<file path="src/scan_map.svh">
`ifndef SCAN_MAP_SVH
`define SCAN_MAP_SVH
// Serial word layout
`define WORD_BITS 16
`define ADDR_MSB 15
`define ADDR_LSB 12
`define DATA_MSB 11
// Register addresses carried in the top four bits
`define ADDR_CTRL 4'h0
`define ADDR_NINC 4'h1
`define ADDR_STEP_LO 4'h2
`define ADDR_STEP_HI 4'h3
`define ADDR_START_LO 4'hC
`define ADDR_START_HI 4'hD
// Interval words use the top two bits 01
`define ADDR_INTV_TOP 2'h1
// Control word field positions
`define CTRL_EXT_BIT 5
`define CTRL_CYC_BIT 4
// Reset values
`define FREQ_RESET 24'h000000
`define NINC_RESET 12'h002
`define INTV_RESET 11'h002
// Host serial clock divider: half period in master clocks, less one
`define HOST_HALF_DIV 4'h4
`endif

</file>
<file path="src/scan_pkg.sv">
package scan_pkg;
	typedef logic [23:0] freq_t;
	typedef logic [15:0] word_t;
	typedef enum logic [1:0] {
		SCAN_IDLE = 2'b00,
		SCAN_RUN = 2'b01,
		SCAN_HOLD = 2'b11
	} scan_state_t;
	typedef enum logic [1:0] {
		HOST_IDLE = 2'b00,
		HOST_LOW = 2'b01,
		HOST_HIGH = 2'b11,
		HOST_END = 2'b10
	} host_state_t;
endpackage

</file>
<file path="src/scan_link_if.sv">
`timescale 1ns/1ps
interface scan_link_if;
	logic serial_clk;
	logic serial_data_in;
	logic frame_select_n;
	logic trigger;
	logic abort;
	modport device (
		input serial_clk,
		input serial_data_in,
		input frame_select_n,
		input trigger,
		input abort
	);
	modport host (
		output serial_clk,
		output serial_data_in,
		output frame_select_n,
		output trigger,
		output abort
	);
endinterface

</file>
<file path="src/scan_device.sv">
`timescale 1ns/1ps
`include "scan_map.svh"
// How it works
// - Scan set by start, step, increment count
// - Auto or external pin paced stepping
// - Auto interval counts master clocks or cycles
// - Auto mode: one trigger runs whole scan
// - External mode: first trigger rise starts scan, each later rise steps once
// - Accumulator runs on, only increment changes
// - Final frequency held after last step
// - Start frequency also held one interval
// - Sixteen bit words on serial clock
// - Frame select low enables data shifting
// - Shift one bit per falling serial edge
// - Host drops frame select before first edge
// - Each sixteen bits forms separate word
// - Host raises select after final word
// - Any serial clock idle level works
// - Phase accumulator clocked by master clock
// - Trigger sampled, rising edge starts scan
// - Abort rise resets scan, output midscale
// - Address first, then data MSB first
module scan_device (
	input wire logic i_clk,
	input wire logic i_reset_n,
	scan_link_if.device link,
	output scan_pkg::freq_t o_freq,
	output logic [11:0] o_dac,
	output logic o_msb,
	output logic o_scanning,
	output logic o_done
);
	import scan_pkg::*;
	// ************************************************
	// Input synchronisers
	// ************************************************
	logic [4:0] meta, synced;
	logic [4:0] next_meta, next_synced;
	always_comb begin
		next_meta = {link.serial_clk, link.serial_data_in, link.frame_select_n,
			link.trigger, link.abort};
		next_synced = meta;
	end
	always_ff @(posedge i_clk or negedge i_reset_n) begin
		if (!i_reset_n) begin
			// Idle pin levels, so no false edge follows reset
			meta <= 5'h14;
			synced <= 5'h14;
		end else begin
			meta <= next_meta;
			synced <= next_synced;
		end
	end
	wire s_sclk = synced[4];
	wire s_sdi = synced[3];
	wire s_fs_n = synced[2];
	wire s_trig = synced[1];
	wire s_abort = synced[0];
	// ************************************************
	// Serial receiver
	// ************************************************
	// Edges found by the master clock, so any idle level of the serial clock is safe
	logic [2:0] edge_d, next_edge_d;
	word_t shreg, next_shreg;
	logic [3:0] bitcnt, next_bitcnt;
	logic wstrobe, next_wstrobe;
	word_t word, next_word;
	logic fall;
	always_comb begin
		next_edge_d = {s_sclk, s_trig, s_abort};
		fall = edge_d[2] & ~s_sclk;
		next_shreg = shreg;
		next_bitcnt = bitcnt;
		next_wstrobe = 1'b0;
		next_word = word;
		if (s_fs_n) begin
			next_bitcnt = 4'h0;
		end else if (fall) begin
			next_shreg = {shreg[14:0], s_sdi};
			next_bitcnt = bitcnt + 4'h1;
			if (bitcnt == 4'hF) begin
				next_wstrobe = 1'b1;
				next_word = {shreg[14:0], s_sdi};
			end
		end
	end
	always_ff @(posedge i_clk or negedge i_reset_n) begin
		if (!i_reset_n) begin
			edge_d <= 3'h4;
			shreg <= 16'h0000;
			bitcnt <= 4'h0;
			wstrobe <= 1'b0;
			word <= 16'h0000;
		end else begin
			edge_d <= next_edge_d;
			shreg <= next_shreg;
			bitcnt <= next_bitcnt;
			wstrobe <= next_wstrobe;
			word <= next_word;
		end
	end
	// ************************************************
	// Parameter registers
	// ************************************************
	freq_t start_f, step_f, next_start_f, next_step_f;
	logic [11:0] ninc, next_ninc;
	logic [10:0] intv, next_intv;
	logic ext_mode, cyc_mode, next_ext_mode, next_cyc_mode;
	logic ctrl_wr;
	always_comb begin
		next_start_f = start_f;
		next_step_f = step_f;
		next_ninc = ninc;
		next_intv = intv;
		next_ext_mode = ext_mode;
		next_cyc_mode = cyc_mode;
		ctrl_wr = 1'b0;
		if (wstrobe) begin
			if (word[15:14] == `ADDR_INTV_TOP) begin
				next_intv = word[10:0];
			end else begin
				case (word[`ADDR_MSB:`ADDR_LSB])
					`ADDR_CTRL: begin
						ctrl_wr = 1'b1;
						next_ext_mode = word[`CTRL_EXT_BIT];
						next_cyc_mode = word[`CTRL_CYC_BIT];
					end
					`ADDR_NINC: next_ninc = word[`DATA_MSB:0];
					`ADDR_STEP_LO: next_step_f[11:0] = word[`DATA_MSB:0];
					`ADDR_STEP_HI: next_step_f[23:12] = word[`DATA_MSB:0];
					`ADDR_START_LO: next_start_f[11:0] = word[`DATA_MSB:0];
					`ADDR_START_HI: next_start_f[23:12] = word[`DATA_MSB:0];
					default: next_ninc = ninc;
				endcase
			end
		end
	end
	always_ff @(posedge i_clk or negedge i_reset_n) begin
		if (!i_reset_n) begin
			start_f <= `FREQ_RESET;
			step_f <= `FREQ_RESET;
			ninc <= `NINC_RESET;
			intv <= `INTV_RESET;
			ext_mode <= 1'b0;
			cyc_mode <= 1'b0;
		end else begin
			start_f <= next_start_f;
			step_f <= next_step_f;
			ninc <= next_ninc;
			intv <= next_intv;
			ext_mode <= next_ext_mode;
			cyc_mode <= next_cyc_mode;
		end
	end
	// ************************************************
	// Scan sequencer and accumulator
	// ************************************************
	scan_state_t state, next_state;
	freq_t freq, next_freq, phase, next_phase;
	logic [11:0] steps, next_steps;
	logic [10:0] tick, next_tick;
	logic trig_rise, abort_rise, wrap, step_now;
	logic next_scanning, next_done;
	logic [11:0] next_dac;
	logic next_msb;
	always_comb begin
		trig_rise = s_trig & ~edge_d[1];
		abort_rise = s_abort & ~edge_d[0];
		next_phase = phase + freq;
		wrap = next_phase[23] & ~phase[23];
		next_state = state;
		next_freq = freq;
		next_steps = steps;
		next_tick = tick;
		step_now = 1'b0;
		case (state)
			SCAN_IDLE: begin
				next_phase = 24'h000000;
				if (trig_rise) begin
					next_state = SCAN_RUN;
					next_freq = start_f;
					next_steps = 12'h000;
					next_tick = 11'h000;
				end
			end
			SCAN_RUN: begin
				if (ext_mode) begin
					step_now = trig_rise;
				end else if (!cyc_mode || wrap) begin
					// Counts master clocks or output cycles
					next_tick = tick + 11'h001;
					step_now = (tick + 11'h001) >= intv;
				end
				if (step_now) begin
					next_tick = 11'h000;
					if (steps == ninc) begin
						next_state = SCAN_HOLD;
					end else begin
						next_freq = freq + step_f;
						next_steps = steps + 12'h001;
					end
				end
			end
			SCAN_HOLD: next_state = SCAN_HOLD;
			default: next_state = SCAN_IDLE;
		endcase
		if (abort_rise || ctrl_wr) begin
			next_state = SCAN_IDLE;
			next_freq = 24'h000000;
			next_phase = 24'h000000;
		end
		next_scanning = (next_state == SCAN_RUN);
		next_done = (next_state == SCAN_HOLD);
		// Midscale while idle: phase zero maps to code 800
		next_dac = next_phase[23:12] ^ 12'h800;
		next_msb = ~next_dac[11];
	end
	always_ff @(posedge i_clk or negedge i_reset_n) begin
		if (!i_reset_n) begin
			state <= SCAN_IDLE;
			freq <= 24'h000000;
			phase <= 24'h000000;
			steps <= 12'h000;
			tick <= 11'h000;
			o_scanning <= 1'b0;
			o_done <= 1'b0;
			o_dac <= 12'h800;
			o_msb <= 1'b0;
		end else begin
			state <= next_state;
			freq <= next_freq;
			phase <= next_phase;
			steps <= next_steps;
			tick <= next_tick;
			o_scanning <= next_scanning;
			o_done <= next_done;
			o_dac <= next_dac;
			o_msb <= next_msb;
		end
	end
	assign o_freq = freq;
endmodule // scan_device

</file>
<file path="src/flat_wrapper.sv">
// flat-port wrapper written by rule: the top's interface ports become plain ports
module scan_device_flat import scan_pkg::*;
  (i_clk, i_reset_n, o_freq, o_dac, o_msb, o_scanning, o_done, link_serial_clk, link_serial_data_in, link_frame_select_n, link_trigger, link_abort);
  scan_link_if link_i ();
  input wire logic i_clk;
  input wire logic i_reset_n;
  output scan_pkg::freq_t o_freq;
  output logic [11:0] o_dac;
  output logic o_msb;
  output logic o_scanning;
  output logic o_done;
  input wire logic [$bits(link_i.serial_clk)-1:0] link_serial_clk;
  input wire logic [$bits(link_i.serial_data_in)-1:0] link_serial_data_in;
  input wire logic [$bits(link_i.frame_select_n)-1:0] link_frame_select_n;
  input wire logic [$bits(link_i.trigger)-1:0] link_trigger;
  input wire logic [$bits(link_i.abort)-1:0] link_abort;
  assign link_i.serial_clk = link_serial_clk;
  assign link_i.serial_data_in = link_serial_data_in;
  assign link_i.frame_select_n = link_frame_select_n;
  assign link_i.trigger = link_trigger;
  assign link_i.abort = link_abort;
  scan_device u_core (.i_clk(i_clk), .i_reset_n(i_reset_n), .link(link_i), .o_freq(o_freq), .o_dac(o_dac), .o_msb(o_msb), .o_scanning(o_scanning), .o_done(o_done));
endmodule
</file>
<file path="config.mk">
export PLATFORM = sky130hd
export DESIGN_NAME = scan_device_flat
export DESIGN_NICKNAME = d
export VERILOG_FILES = /design/src/scan_pkg.sv /design/src/scan_link_if.sv /design/src/scan_device.sv /design/src/flat_wrapper.sv
export VERILOG_INCLUDE_DIRS = /design/src
export SDC_FILE = /design/constraint.sdc
export NUM_CORES = 1
export LEC_CHECK = 0
export BUFFER_PORTS_ARGS = -buffer_cell sky130_fd_sc_hd__buf_4
export CORE_UTILIZATION = 32
export CTS_CLUSTER_SIZE = 25
export DETAILED_ROUTE_END_ITERATION = 10
export MAX_ROUTING_LAYER = met4
export REMOVE_ABC_BUFFERS = 1
export SYNTH_ARGS = -nofsm -noshare
export SYNTH_HDL_FRONTEND = slang
export SYNTH_SLANG_ARGS = --single-unit
</file>
<file path="constraint.sdc">
create_clock -name i_clk -period 3.5 [get_ports i_clk]
set_clock_uncertainty 0.2 [all_clocks]
set_input_delay 0.175 -clock i_clk [delete_from_list [all_inputs] [get_ports i_clk]]
set_output_delay 0.175 -clock i_clk [all_outputs]
set_load 0.1 [all_outputs]
</file>
==> Word level (Yosys, flattened, before mapping) <==
Cells that the tools add are included.
{ "op_classes": {"addsub": 5, "n_mul": 0, "div": 0, "n_lt_le_gt_ge": 1, "n_eq_ne": 20, "n_shift": 0, "mux": 32, "n_bitwise": 11, "n_reduce_logical": 20} }
{ "op_table": {"columns": ["cell", "count"], "rows": [
  ["2-to-1 mux 24 bit", 6],
  ["adder 24 bit", 2],
  ["one-hot mux 24 bit (2 select lines)", 1],
  ["2-to-1 mux 11 bit", 4],
  ["2-to-1 mux 12 bit", 3],
  ["one-hot mux 12 bit (2 select lines)", 1],
  ["one-hot mux 11 bit (2 select lines)", 1],
  ["AND reduction 3 bit", 7],
  ["adder 12 x 1 -> 12 bit (second input constant)", 1],
  ["equality test 12 bit", 1],
  ["equality test 4 bit (second input constant)", 3],
  ["AND reduction 4 bit", 3],
  ["adder 11 x 1 -> 11 bit (second input constant)", 1],
  ["greater-or-equal comparator 11 bit", 1],
  ["2-to-1 mux 1 bit", 9],
  ["inequality test 3 x 1 -> 1 bit (second input constant)", 3],
  ["equality test 4 x 2 -> 1 bit (second input constant)", 2],
  ["2-to-1 mux 2 bit", 4],
  ["2-to-1 mux 4 bit", 2],
  ["inverter 1 bit", 7],
  ["equality test 2 x 1 -> 1 bit (second input constant)", 3],
  ["inequality test 3 bit (second input constant)", 2],
  ["one-hot mux 2 bit (3 select lines)", 1],
  ["adder 4 x 1 -> 4 bit (second input constant)", 1],
  ["12 further kinds", 20]
]} }
{ "totals": {"register_bits": 210, "latchBits": 0, "ramBits": 0, "romBits": 0, "output_inout_bits": 39, "mem_count": 0} }

==> Logic depth before layout (Yosys ltp) <==
Gate-level depths: netlist of the first run.
{ "logic_depth": {"depth_word": 10, "depth_mapped": 14, "ltp_nobuf": 12} }

==> Worst setup path before layout of the first run <==
OpenSTA, ideal clock, no wires.
{ "synth_path": {"kind": "register to register", "startpoint": "register u_core.freq[6] (netlist: u_core.o_freq[6])", "endpoint": "register u_core.steps[8]", "t_arrival_ps": 3270, "path_slack_ps": -93, "stages_incl_launch_ff": 10, "path_buffers": 0, "period_less_slack_ps": 3593, "path_cell_list": "dfrtp_1 -> ha_1 -> a2111oi_2 -> o21ai_1 -> nand4_2 -> nand4_1 -> and4_4 -> a221o_1 -> or4_1 -> mux2i_1"} }
{ "synth_between": {"elab_chain_cells": 8} }
{ "synth_rtl": {"columns": ["item", "line_no", "rtl"], "rows": [
  ["start: declaration", "scan_device.sv:159", "freq_t freq, next_freq, phase, next_phase;"],
  ["start signal: assignment", "scan_device.sv:231", "freq <= next_freq;"],
  ["adder 24 bit", "scan_device.sv:169", "next_phase = phase + freq;"],
  ["AND 1 bit", "scan_device.sv:170", "wrap = next_phase[23] & ~phase[23];"],
  ["logical OR 1 bit", "scan_device.sv:189", "end else if (!cyc_mode || wrap) begin"],
  ["2-to-1 mux 1 bit", "scan_device.sv:189", null],
  ["2-to-1 mux 1 bit", "scan_device.sv:187", "if (ext_mode) begin"],
  ["2-to-1 mux 1 bit", "scan_device.sv:176", "case (state)"],
  ["inequality test 2 x 1 -> 1 bit (no source line)", null, null],
  ["AND reduction 4 bit (no source line)", null, null],
  ["end signal: assignment", "scan_device.sv:233", "steps <= next_steps;"],
  ["end: declaration", "scan_device.sv:160", "logic [11:0] steps, next_steps;"]
]} }
Every way passes these cells. The select of a mux whose other input is x is not followed.
A chain may end at the register's enable or synchronous reset.

==> Worst setup path after layout of the first run <==
{ "layout_path": {"startpoint": "register u_core.freq[1] (netlist: u_core.o_freq[1])", "endpoint": "register u_core.steps[6]"} }
Same word-level chain as after synthesis.

==> impl_results.md, run 1 <==
- Antenna violations before repair: 0
- Dpl hpwl: 18.3 mm
- Synth Warn #: 0
- First-pass DRT Iterations: 5
- Most common cell in the synthesized netlist: dfrtp_1
- Clk slew on worst S/H paths: 0.08 ns
- Number of fill cells: around 3.3k
- Wirelength per Cell: around 16 um
- Core area: 32500 um^2
- Number of port buffers: 45
- Fmax: 296 MHz
- Largest net degree at the start of global routing: 100
- Post-synth top cells: dfrtp_1 (190), mux2_2 (104), nor2_1 (69)
- NetSw: 3.72 mW
- Worst Path Required: 3.66 ns
- HP Class: input pin to async pin
- Post-Synthesis Cells: a little under 1k
- Top cell type's share of synthesized area: 0.450
- Final core utilization: 0.384
- Via count: 7635
- Layout cells sized above 1: 0.248
- Top-Level Pins: 46
- Setup CP Type: flip-flop to flip-flop
- Pwr Total: 8.45 mW
- Delay-heaviest family, CP: simple AND/OR/NAND/NOR gates
- DRC viols: 0
- Max-cap check violation count: 0
- Final GP Congestion: 0.930
- Die X: approximately 180 um
- DR vias/cell: 5.00
- Fin crit period: 3.38 ns
- Die area: 33700 um^2
- Worst slew margin: 0.390
- Vias in the first global route: 7623
- Outcome: finished clean
- Gr busiest metal: met2
- Lkg Pwr: 6.02 nW
- CTS buffer count: 17
- Gate power share: 0.443
- Crit-path cells: ha_1 > a211oi_1 > o21ai_1 > nand4_2 > nand4_1 > and4_4 > a221o_1 > buf_4 > or4_1 > a21oi_1
- Worst Tran Pin Value: 0.909 ns
- Slowest-stage cell, CP: or4_1
- Clock Tree Buf Depth: 2
- GR Util met2: 0.251
- Area grow syn2layout: 18.3%
- R2r startpoint: u_core.o_freq[1]
- R2r setup slk: 0.12 ns
- Distinct cell type count after synthesis: 61
- Rows: 66
- Post-Syn Area: ~11000 um^2
- CP Launch Type: flip-flop
- Sequential Power Share: 0.329
- Nets: 1142
- Post-synth top flop: dfrtp_1
- Antenna-violating nets left: 0
- VDD IR max: 0.418 mV
- Syn_area_per_cell: 10.8 um^2
- Tcrit/Tclk final: 0.966
- # clock sinks: 198
- Slowest cell delay on critical path: 0.48 ns
- EDFF count, synth: 0
- Final wirelength: 25.1 mm
- Power per cell area: 677 nW/um^2
- Initial Util: 0.324
- 1st-iter DRT viols: 397
- RSZ-0062 raised after global routing: no
- # H-tree levels: 4
- Ys async rst share: 1.00
- Buf/Inv on CP: 1
- CTS tree: yes
- Met1 usage: 0.210
- Setup-failing EPs final: 0
- Root Driver: clkbuf_16
- Crit end category: flip-flop
- Worst Path Arrival: 3.54 ns
- Met3 Use GR: 0.0260
- GRT Total Usage: 0.159
- First-pass GRT wire length: 40.5 mm
- Yosys reg bits: ~200
- Diode count: 0
- R2R Path End: u_core.steps[6]
- Die Height: 184 um
- Switching share of power: 0.440
- Critical path peak fanout: 16
- Area leader, netlist: dfrtp_1
- Pint: 4.73 mW
- Area contributors post-synth: dfrtp_1 (45%), mux2_2 (11%), ha_1 (7.1%)
- Hold Vio Cnt, Final: 0
- Register area share after synthesis: 0.470
- Worst Reg2Reg Path Length in Cells: 10
- Slew Viols, Final: 0
- Gr ovfl total: 0
- Clock group share of total power: 0.228
- Clk Latency, worst-skew pair: 0.44 ns
-- routing by layer --
layer / vias to the layer above / part of all wire
met5: - / 0
met4: 0 / 0.018
met3: 24 / 0.036
met2: 134 / 0.47
met1: 3740 / 0.48
li1: 3737 / -
-- stage by stage --
| stage | instances | hold WS (ns) | setup TNS, ns | setup WS (ns) | instance area [um^2] |
|---|---|---|---|---|---|
| global route | 1528 | 0.0987 | 0 | 0.00289 | 12500 |
| floorplan | 934 | -0.321 | -63.45 | -2.41 | 10300 |
| CTS | 1528 | 0.0790 | 0 | 0.0481 | 12500 |
| global placement | 1487 | -0.108 | 0 | 0.0195 | 11800 |
| finish | 1528 | 0.0823 | 0 | 0.118 | 12500 |
| detailed placement | 1487 | -0.108 | -0.244 | -0.0548 | 11800 |
-- logic make-up (layout without fill, tap and decap cells) --
| group | Yosys count | count (layout) | synth area share |
|---|---|---|---|
| buffers and inverters | 73 | 181 | 0.0307 |
| and+or+nand+nor | 252 | 252 | 0.117 |
| adders and majority gates | 62 | 62 | 0.0749 |
| xor gates and xnor gates | 55 | 55 | 0.0456 |
| muxes | 111 | 111 | 0.118 |
| DFF | 198 | 198 | 0.470 |
| AOI/OAI and AO/OA | 227 | 227 | 0.144 |
-- timing repair --
action	4_1_cts	5_1_grt
gates resized for setup	2	4
pin swaps	1	1
setup endpoints to repair	31	21
hold buffers	7	0
buffers inserted	2	0
endpoints found under the hold margin	196	0
-- cell type report --
class,count,area [um^2],share of cell area
clock inverters,13,143,0.0114
multi-input cells,707,5320,0.426
repair buffers,120,960,0.0769
inverters,29,109,0.00872
flip-flops and latches,198,4960,0.398
well taps,442,553,0.0443
clock buffers,19,443,0.0355
-- worst min-delay path, stage by stage --
cell and delay [ns]:
dlygate4sd3_1 0.53, clkbuf_8 0.17, buf_12 0.19
-- how the worst max path moves through the flow --
stage                        endpoint  depth (start not counted)              from
floorplan           u_core.o_freq[22]                          9  u_core.o_freq[6]
detailed placement   u_core.o_freq[2]                         13    u_core.tick[0]
global placement      u_core.steps[9]                         12    u_core.tick[0]
CTS                   u_core.steps[6]                         12    u_core.tick[0]
global route          u_core.steps[6]                         12    u_core.tick[4]
finish                u_core.steps[6]                         10  u_core.o_freq[1]
-- layout by cell type (no fill, tap or decap), drive strengths merged, types with 4 or more instances in the layout --
cell type | synthesis | final
nand3 | 22 | 22
nor4 | 4 | 4
o211ai | 12 | 12
a22o | 5 | 5
nand2 | 63 | 63
a211oi | 24 | 24
or3 | 8 | 8
dlygate4sd3 | 0 | 6
nor3b | 7 | 7
or4 | 4 | 4
o31ai | 4 | 4
mux2i | 7 | 7
xor2 | 24 | 24
nor2 | 69 | 69
o21ai | 45 | 45
inv | 29 | 32
o21a | 4 | 4
nor2b | 14 | 14
buf | 18 | 113
o211a | 7 | 7
a2111oi | 6 | 6
dfrtp | 190 | 190
and2 | 9 | 9
xnor2 | 31 | 31
a31oi | 8 | 8
mux2 | 104 | 104
clkinv | 0 | 7
nand2b | 11 | 11
nor3 | 14 | 14
and3 | 8 | 8
nand4 | 11 | 11
ha | 60 | 60
clkbuf | 26 | 20
o21bai | 11 | 11
a21o | 24 | 24
a21oi | 51 | 51
dfstp | 8 | 8
-- sequential cells by signal, summed over array words and instances (netlist names), 11 cells and up --
register	count
u_core.tick	11
u_core.start_f	24
u_core.ninc	12
u_core.steps	12
u_core.step_f	24
u_core.phase	12
u_core.o_freq	24
u_core.shreg	15
u_core.o_dac	12
u_core.intv	11
u_core.word	16
-- power groups by stage --
| stage | Clock (mW) | Sequential, mW | Combinational [mW] |
|---|---|---|---|
| 4_1_cts | 1.99 | 2.78 | 3.75 |
| 2_1_floorplan | 0 | 3.94 | 1.46 |
| 5_1_grt | 2.08 | 2.82 | 4.02 |
| 3_5_place_dp | 0 | 2.82 | 3.72 |
| 6_report | 1.92 | 2.78 | 3.74 |
| 3_3_place_gp | 0 | 2.82 | 3.68 |
(Power assumes the default switching activity.)
==> run 2: changes to the inputs <==
--- a/config.mk
+++ b/config.mk
@@ -7,11 +7,12 @@
 export NUM_CORES = 1
 export LEC_CHECK = 0
 export BUFFER_PORTS_ARGS = -buffer_cell sky130_fd_sc_hd__buf_4
-export CORE_UTILIZATION = 32
+export CORE_UTILIZATION = 35
 export CTS_CLUSTER_SIZE = 25
 export DETAILED_ROUTE_END_ITERATION = 10
 export MAX_ROUTING_LAYER = met4
 export REMOVE_ABC_BUFFERS = 1
+export SLEW_MARGIN = 0
 export SYNTH_ARGS = -nofsm -noshare
 export SYNTH_HDL_FRONTEND = slang
 export SYNTH_SLANG_ARGS = --single-unit
==> run 2 against run 1 <==
Effect of this change: utilization is 3.1 points higher; first-iteration DRC count is 14% lower; via count is 1.7% lower; combinational power is 3% lower; final area is 1.5% lower; critical path depth stayed put; final cell count is 4.6% lower; count of clock-buffer cells in the layout is 1 lower.
==> impl_results.md, run 2 (same netlist as run 1, synthesis figures left out) <==
- Outcome: finished clean
- CTS buffer count: 17
- # clock sinks: around 200
- Antenna-violating nets left: 0
- Power per cell area: 681 nW/um^2
- Final GP Congestion: 0.882
- Worst Path Required: 3.66 ns
- Via count: 7503
- # H-tree levels: 4
- Multi-input logic area: ~5300 um^2
- Wirelength per Cell: 16.6 um
- Layout cells sized above 1: 0.235
- Switching share of power: 0.443
- Gate power share: 0.434
- Crit-path cells: ha_1 > nand4_1 > nor2_1 > nand4_2 > a21o_1 > and4_4 > a221o_1 > buf_4 > or3_1 > a21oi_1
- GR Util met2: 0.265
- Area grow syn2layout: 16.5%
- Number of fill cells: 2849
- Initial Util: 0.356
- Clock Tree Buf Depth: 2
- Lkg Pwr: 5.95 nW
- DRC viols: 0
- Gr ovfl total: 0
- First-pass GRT wire length: 39.8 mm
- Pwr Total: 8.37 mW
- Most common cell after layout, fill and taps aside: dfrtp_1
- Fin crit period: 3.34 ns
- Nets: 1123
- Clock group share of total power: 0.233
- Antenna violations before repair: 0
- Die area: 30900 um^2
- Setup CP Type: flip-flop to flip-flop
- Die Height: roughly 180 um
- Vias in the first global route: 7482
- Critical path peak fanout: 11
- DR vias/cell: 5.15
- Delay-heaviest family, CP: simple AND/OR/NAND/NOR gates
- Root Driver: clkbuf_16
- Slowest cell delay on critical path: 0.42 ns
- Total negative slack: 0 ns
- Sequential Power Share: 0.333
- Number of port buffers: 45
- Final wirelength: 24.2 mm
- Clk Latency, worst-skew pair: 0.44 ns
- Diode count: 0
- Crit end category: flip-flop
- Rows: 63
- HP Class: flip-flop to flip-flop
- Worst slew margin: 0.387
- Setup WS post-layout: 0.164 ns
- Max-cap check violation count: 0
- Pint: ~4.7 mW
- Setup-failing EPs final: 0
- NetSw: between 3 and 4 mW
- Hold Vio Cnt, Final: 0
- Dpl hpwl: approximately 17 mm
- 1st-iter DRT viols: 340
- Top-Level Pins: 46
- CP Launch Type: flip-flop
- Met3 Use GR: 0.0290
- Largest net degree at the start of global routing: 94
- VDD IR max: 0.373 mV
- Gr busiest metal: met2
- Buf/Inv on CP: 1
- Fmax: between 200 and 300 MHz
- GRT Total Usage: 0.169
- Core area: about 30000 um^2
- Slowest-stage cell, CP: a221o_1
- Register area: 4960 um^2
- CTS tree: yes
- RSZ-0062 raised after global routing: no
- Slew Viols, Final: 0
- Clk slew on worst S/H paths: 0.08 ns
- Worst Path Arrival: 3.50 ns
- Met1 usage: 0.228
- Worst slack at placement: 0.0156 ns
- Die X: 176 um
- First-pass DRT Iterations: 5
- Most frequent cells in the layout: dfrtp_1 (190), mux2_2 (104), buf_4 (89)
- Tcrit/Tclk final: 0.953
- Worst Tran Pin Value: 0.913 ns
run 2: changes by cell type in the layout (fill, tap and decap cells not counted), moves of 2 or more:
cell	before	now
inv_6	2	4
clkinv_4	3	1
buf_4	110	89
inv_8	1	4
xnor2_1	31	29
xnor2_2	0	2
clkinvlp_4	3	1
run 2: final cells by class:
type / count / share of cell area
multi-input cells: 707 / 0.433
flip-flops and latches: 198 / 0.404
repair buffers: 101 / 0.0678
well taps: 390 / 0.0397
clock buffers: 18 / 0.0349
clock inverters: 14 / 0.0122
inverters: 29 / 0.00885
run 2: final timing paths:
kind,from,to,slack [ns],cells past startpoint
worst max register to register,u_core.o_dac[0],u_core.steps[3],0.16,10
worst max-delay path,u_core.o_dac[0],u_core.steps[3],0.16,10
worst min register to register,u_core.meta[1],u_core.synced[1],0.15,0
max in group asynchronous,i_reset_n,u_core.o_dac[11],2.13,3
min in group asynchronous,i_reset_n,u_core.steps[5],0.17,2
worst min-delay path,u_core.meta[1],u_core.synced[1],0.15,0
run 2: through the flow:
step | util | hold WS (ns) | cell area [um^2] | std cells
after floorplan | - | -0.321 | 10300 | 934
after global placement | 0.390 | 0.0842 | 11600 | 1415
after detailed placement | 0.390 | 0.0842 | 11600 | 1415
after CTS | 0.413 | 0.155 | 12200 | 1455
after global routing | 0.415 | 0.155 | 12300 | 1457
final | 0.415 | 0.152 | 12300 | 1457
run 2: power groups by stage:
stage	sequential [mW]	clock [mW]	combinational (mW)
after floorplan	3.94	0	1.46
after global placement	2.82	0	3.56
after detailed placement	2.83	0	3.59
after CTS	2.79	2.01	3.64
after global routing	2.82	2.10	3.92
final	2.79	1.95	3.64
run 2: per-layer routing:
metal | share of wire | vias up
met5 | 0 | -
met4 | 0.0082 | 0
met3 | 0.032 | 15
met2 | 0.46 | 123
met1 | 0.50 | 3661
li1 | - | 3704
run 2: what timing repair did:
action | CTS | global route
hold buffers | 6 | 0
setup buffers | 2 | 2
gates resized for setup | 0 | 8
pin swaps | 1 | 3
endpoints found under the hold margin | 89 | 0
endpoints found under the setup margin | 1 | 49
==> run 3: changes to the inputs <==
--- a/config.mk
+++ b/config.mk
@@ -6,11 +6,12 @@
 export SDC_FILE = /design/constraint.sdc
 export NUM_CORES = 1
 export LEC_CHECK = 0
-export BUFFER_PORTS_ARGS = -buffer_cell sky130_fd_sc_hd__buf_4
-export CORE_UTILIZATION = 35
+export CORE_UTILIZATION = 50
 export CTS_CLUSTER_SIZE = 25
 export DETAILED_ROUTE_END_ITERATION = 10
+export DONT_BUFFER_PORTS = 1
 export MAX_ROUTING_LAYER = met4
+export PLACE_DENSITY = 0.68
 export REMOVE_ABC_BUFFERS = 1
 export SLEW_MARGIN = 0
 export SYNTH_ARGS = -nofsm -noshare
==> run 3 against run 2 <==
Effect of this change: the flow now finishes with violations (hold timing); fmax down 2.9%; largest cell class unchanged; non-clock buffer count down 24; critical path type unchanged; via count down 0.15%; sequential power up 2%.
==> impl_results.md, run 3 (same netlist as run 1, synthesis figures left out) <==
- Largest net degree at the start of global routing: 199
- Fin crit period: 3.44 ns
- Setup-failing EPs final: 0
- First-pass DRT Iterations: 5
- Diode count: 0
- Worst slew margin: 0.308
- Clk Latency, worst-skew pair: 0.43 ns
- Area grow syn2layout: 13.2%
- Slowest-stage cell, CP: or4_4
- Failing checks: hold timing
- VDD IR max: ~0.35 mV
- Most common cell after layout, fill and taps aside: dfrtp_1
- Gate power share: 0.420
- Clock group share of total power: 0.231
- DRC viols: 0
- Crit-path cells: buf_4 > buf_4 > and3_4 > and3_4 > xor2_1 > ha_1 > and3_4 > a221o_1 > a31oi_1 > buf_4 > a221o_2 > buf_6 > or4_4 > a21oi_2
- Sequential Power Share: 0.349
- Power per cell area: 682 nW/um^2
- Final GP Congestion: 0.941
- 1st-iter DRT viols: 535
- Critical path peak fanout: 7
- Number of port buffers: 0
- Pint: 4.63 mW
- Setup CP Type: flip-flop to flip-flop
- Via count: 7492
- Worst Path Arrival: 3.60 ns
- Tcrit/Tclk final: 0.982
- Vias in the first global route: between 7k and 8k
- Clk slew on worst S/H paths: 0.07 ns
- Rows: 52
- Lkg Pwr: approximately 5.8 nW
- CTS buffer count: 17
- DR vias/cell: 5.71
- Wirelength per Cell: 17.4 um
- GRT Total Usage: 0.226
- Final wirelength: 22.8 mm
- Worst Reg2Reg Path Length in Cells: 14
- # H-tree levels: 4
- Die area: 21700 um^2
- Hold Slack: -0.769 ns
- # clock sinks: 198
- First-pass GRT wire length: 37.4 mm
- Fmax: 291 MHz
- Worst Path Required: roughly 3.7 ns
- Worst slack at placement: 0.0723 ns
- Final core utilization: 0.583
- Gr ovfl total: 0
- Total negative slack: 0 ns
- Nets: 1099
- NetSw: 3.52 mW
- Slew Viols, Final: 0
- CP Launch Type: flip-flop
- Switching share of power: 0.432
- Top-Level Pins: 46
- Antenna-violating nets left: 0
- Root Driver: clkbuf_16
- Crit end category: flip-flop
- Hold Vio Cnt, Final: around 200
- Die Height: 147 um
- Number of fill cells: 1706
- Die X: 147 um
- Initial Util: 0.515
- Max-cap check violation count: 0
- Slowest cell delay on critical path: 0.47 ns
- Hold-fix buffers at CTS: 5
- Layout cells sized above 1: 0.229
- Worst Tran Pin Value: 1.03 ns
- Clock Tree Buf Depth: 2
- Core area: slightly above 20000 um^2
- Antenna violations before repair: 0
- HP Class: input pin to async pin
- Most frequent cells in the layout: dfrtp_1 (190), mux2_2 (104), nor2_1 (69)
- Outcome: finished with violations
- CTS tree: yes
- Setup WS post-layout: 0.0646 ns
- Dpl hpwl: 16.1 mm
## run 3: worst max-delay path, delay by kind of cell, from the launching register on
family	cells	cell delay, ns
fa+ha+maj	1	0.31
flops	1	0.40
xor+xnor	1	0.15
compound gates	4	0.75
simple gates	4	0.98
buf+inv	4	0.57
## run 3: power by group through the flow
stage | logic [mW] | registers [mW] | clock network (mW)
2_1_floorplan | 1.46 | 3.94 | 0
5_1_grt | 3.69 | 2.88 | 2.02
4_1_cts | 3.36 | 2.84 | 1.92
3_3_place_gp | 3.29 | 2.87 | 0
6_report | 3.43 | 2.84 | 1.88
3_5_place_dp | 3.34 | 2.88 | 0
## run 3: timing repair
item,CTS,global route
buffers inserted,0,9
endpoints found under the setup margin,0,45
hold endpoints to repair,203,198
resized for setup,0,24
## run 3: layout make-up
cell class,instances,area [um^2],share of cell area
repair buffers,77,612,0.0512
flip-flops and latches,198,4960,0.416
clock buffers,20,457,0.0382
well taps,270,338,0.0283
inverters,29,109,0.00911
multi-input cells,707,5370,0.449
clock inverters,10,96.3,0.00807
## run 3: worst paths after layout
kind                                startpoint          endpoint  slack [ns]
setup / recovery                u_core.tick[1]   u_core.steps[6]        0.06
hold / removal                       i_reset_n   u_core.phase[3]       -0.77
setup reg to reg                u_core.tick[1]   u_core.steps[6]        0.06
hold reg to reg                 u_core.meta[3]  u_core.synced[3]        0.15
max in group asynchronous            i_reset_n    u_core.ninc[1]        3.53
min in group i_clk         link_frame_select_n    u_core.meta[2]        0.08
## run 3: routing by layer
layer  part of all wire  GRT usage
met1               0.48      0.303
met2               0.47      0.357
met3              0.034     0.0382
met4              0.014     0.0588
met5                  0          -
## run 3: through the flow
step | power (mW) | cells | area (um^2)
2_1_floorplan | 5.41 | 934 | 10300
3_3_place_gp | 6.16 | 1266 | 11200
3_5_place_dp | 6.21 | 1266 | 11200
4_1_cts | 8.12 | 1301 | 11800
5_1_grt | 8.59 | 1311 | 11900
6_report | 8.15 | 1311 | 11900
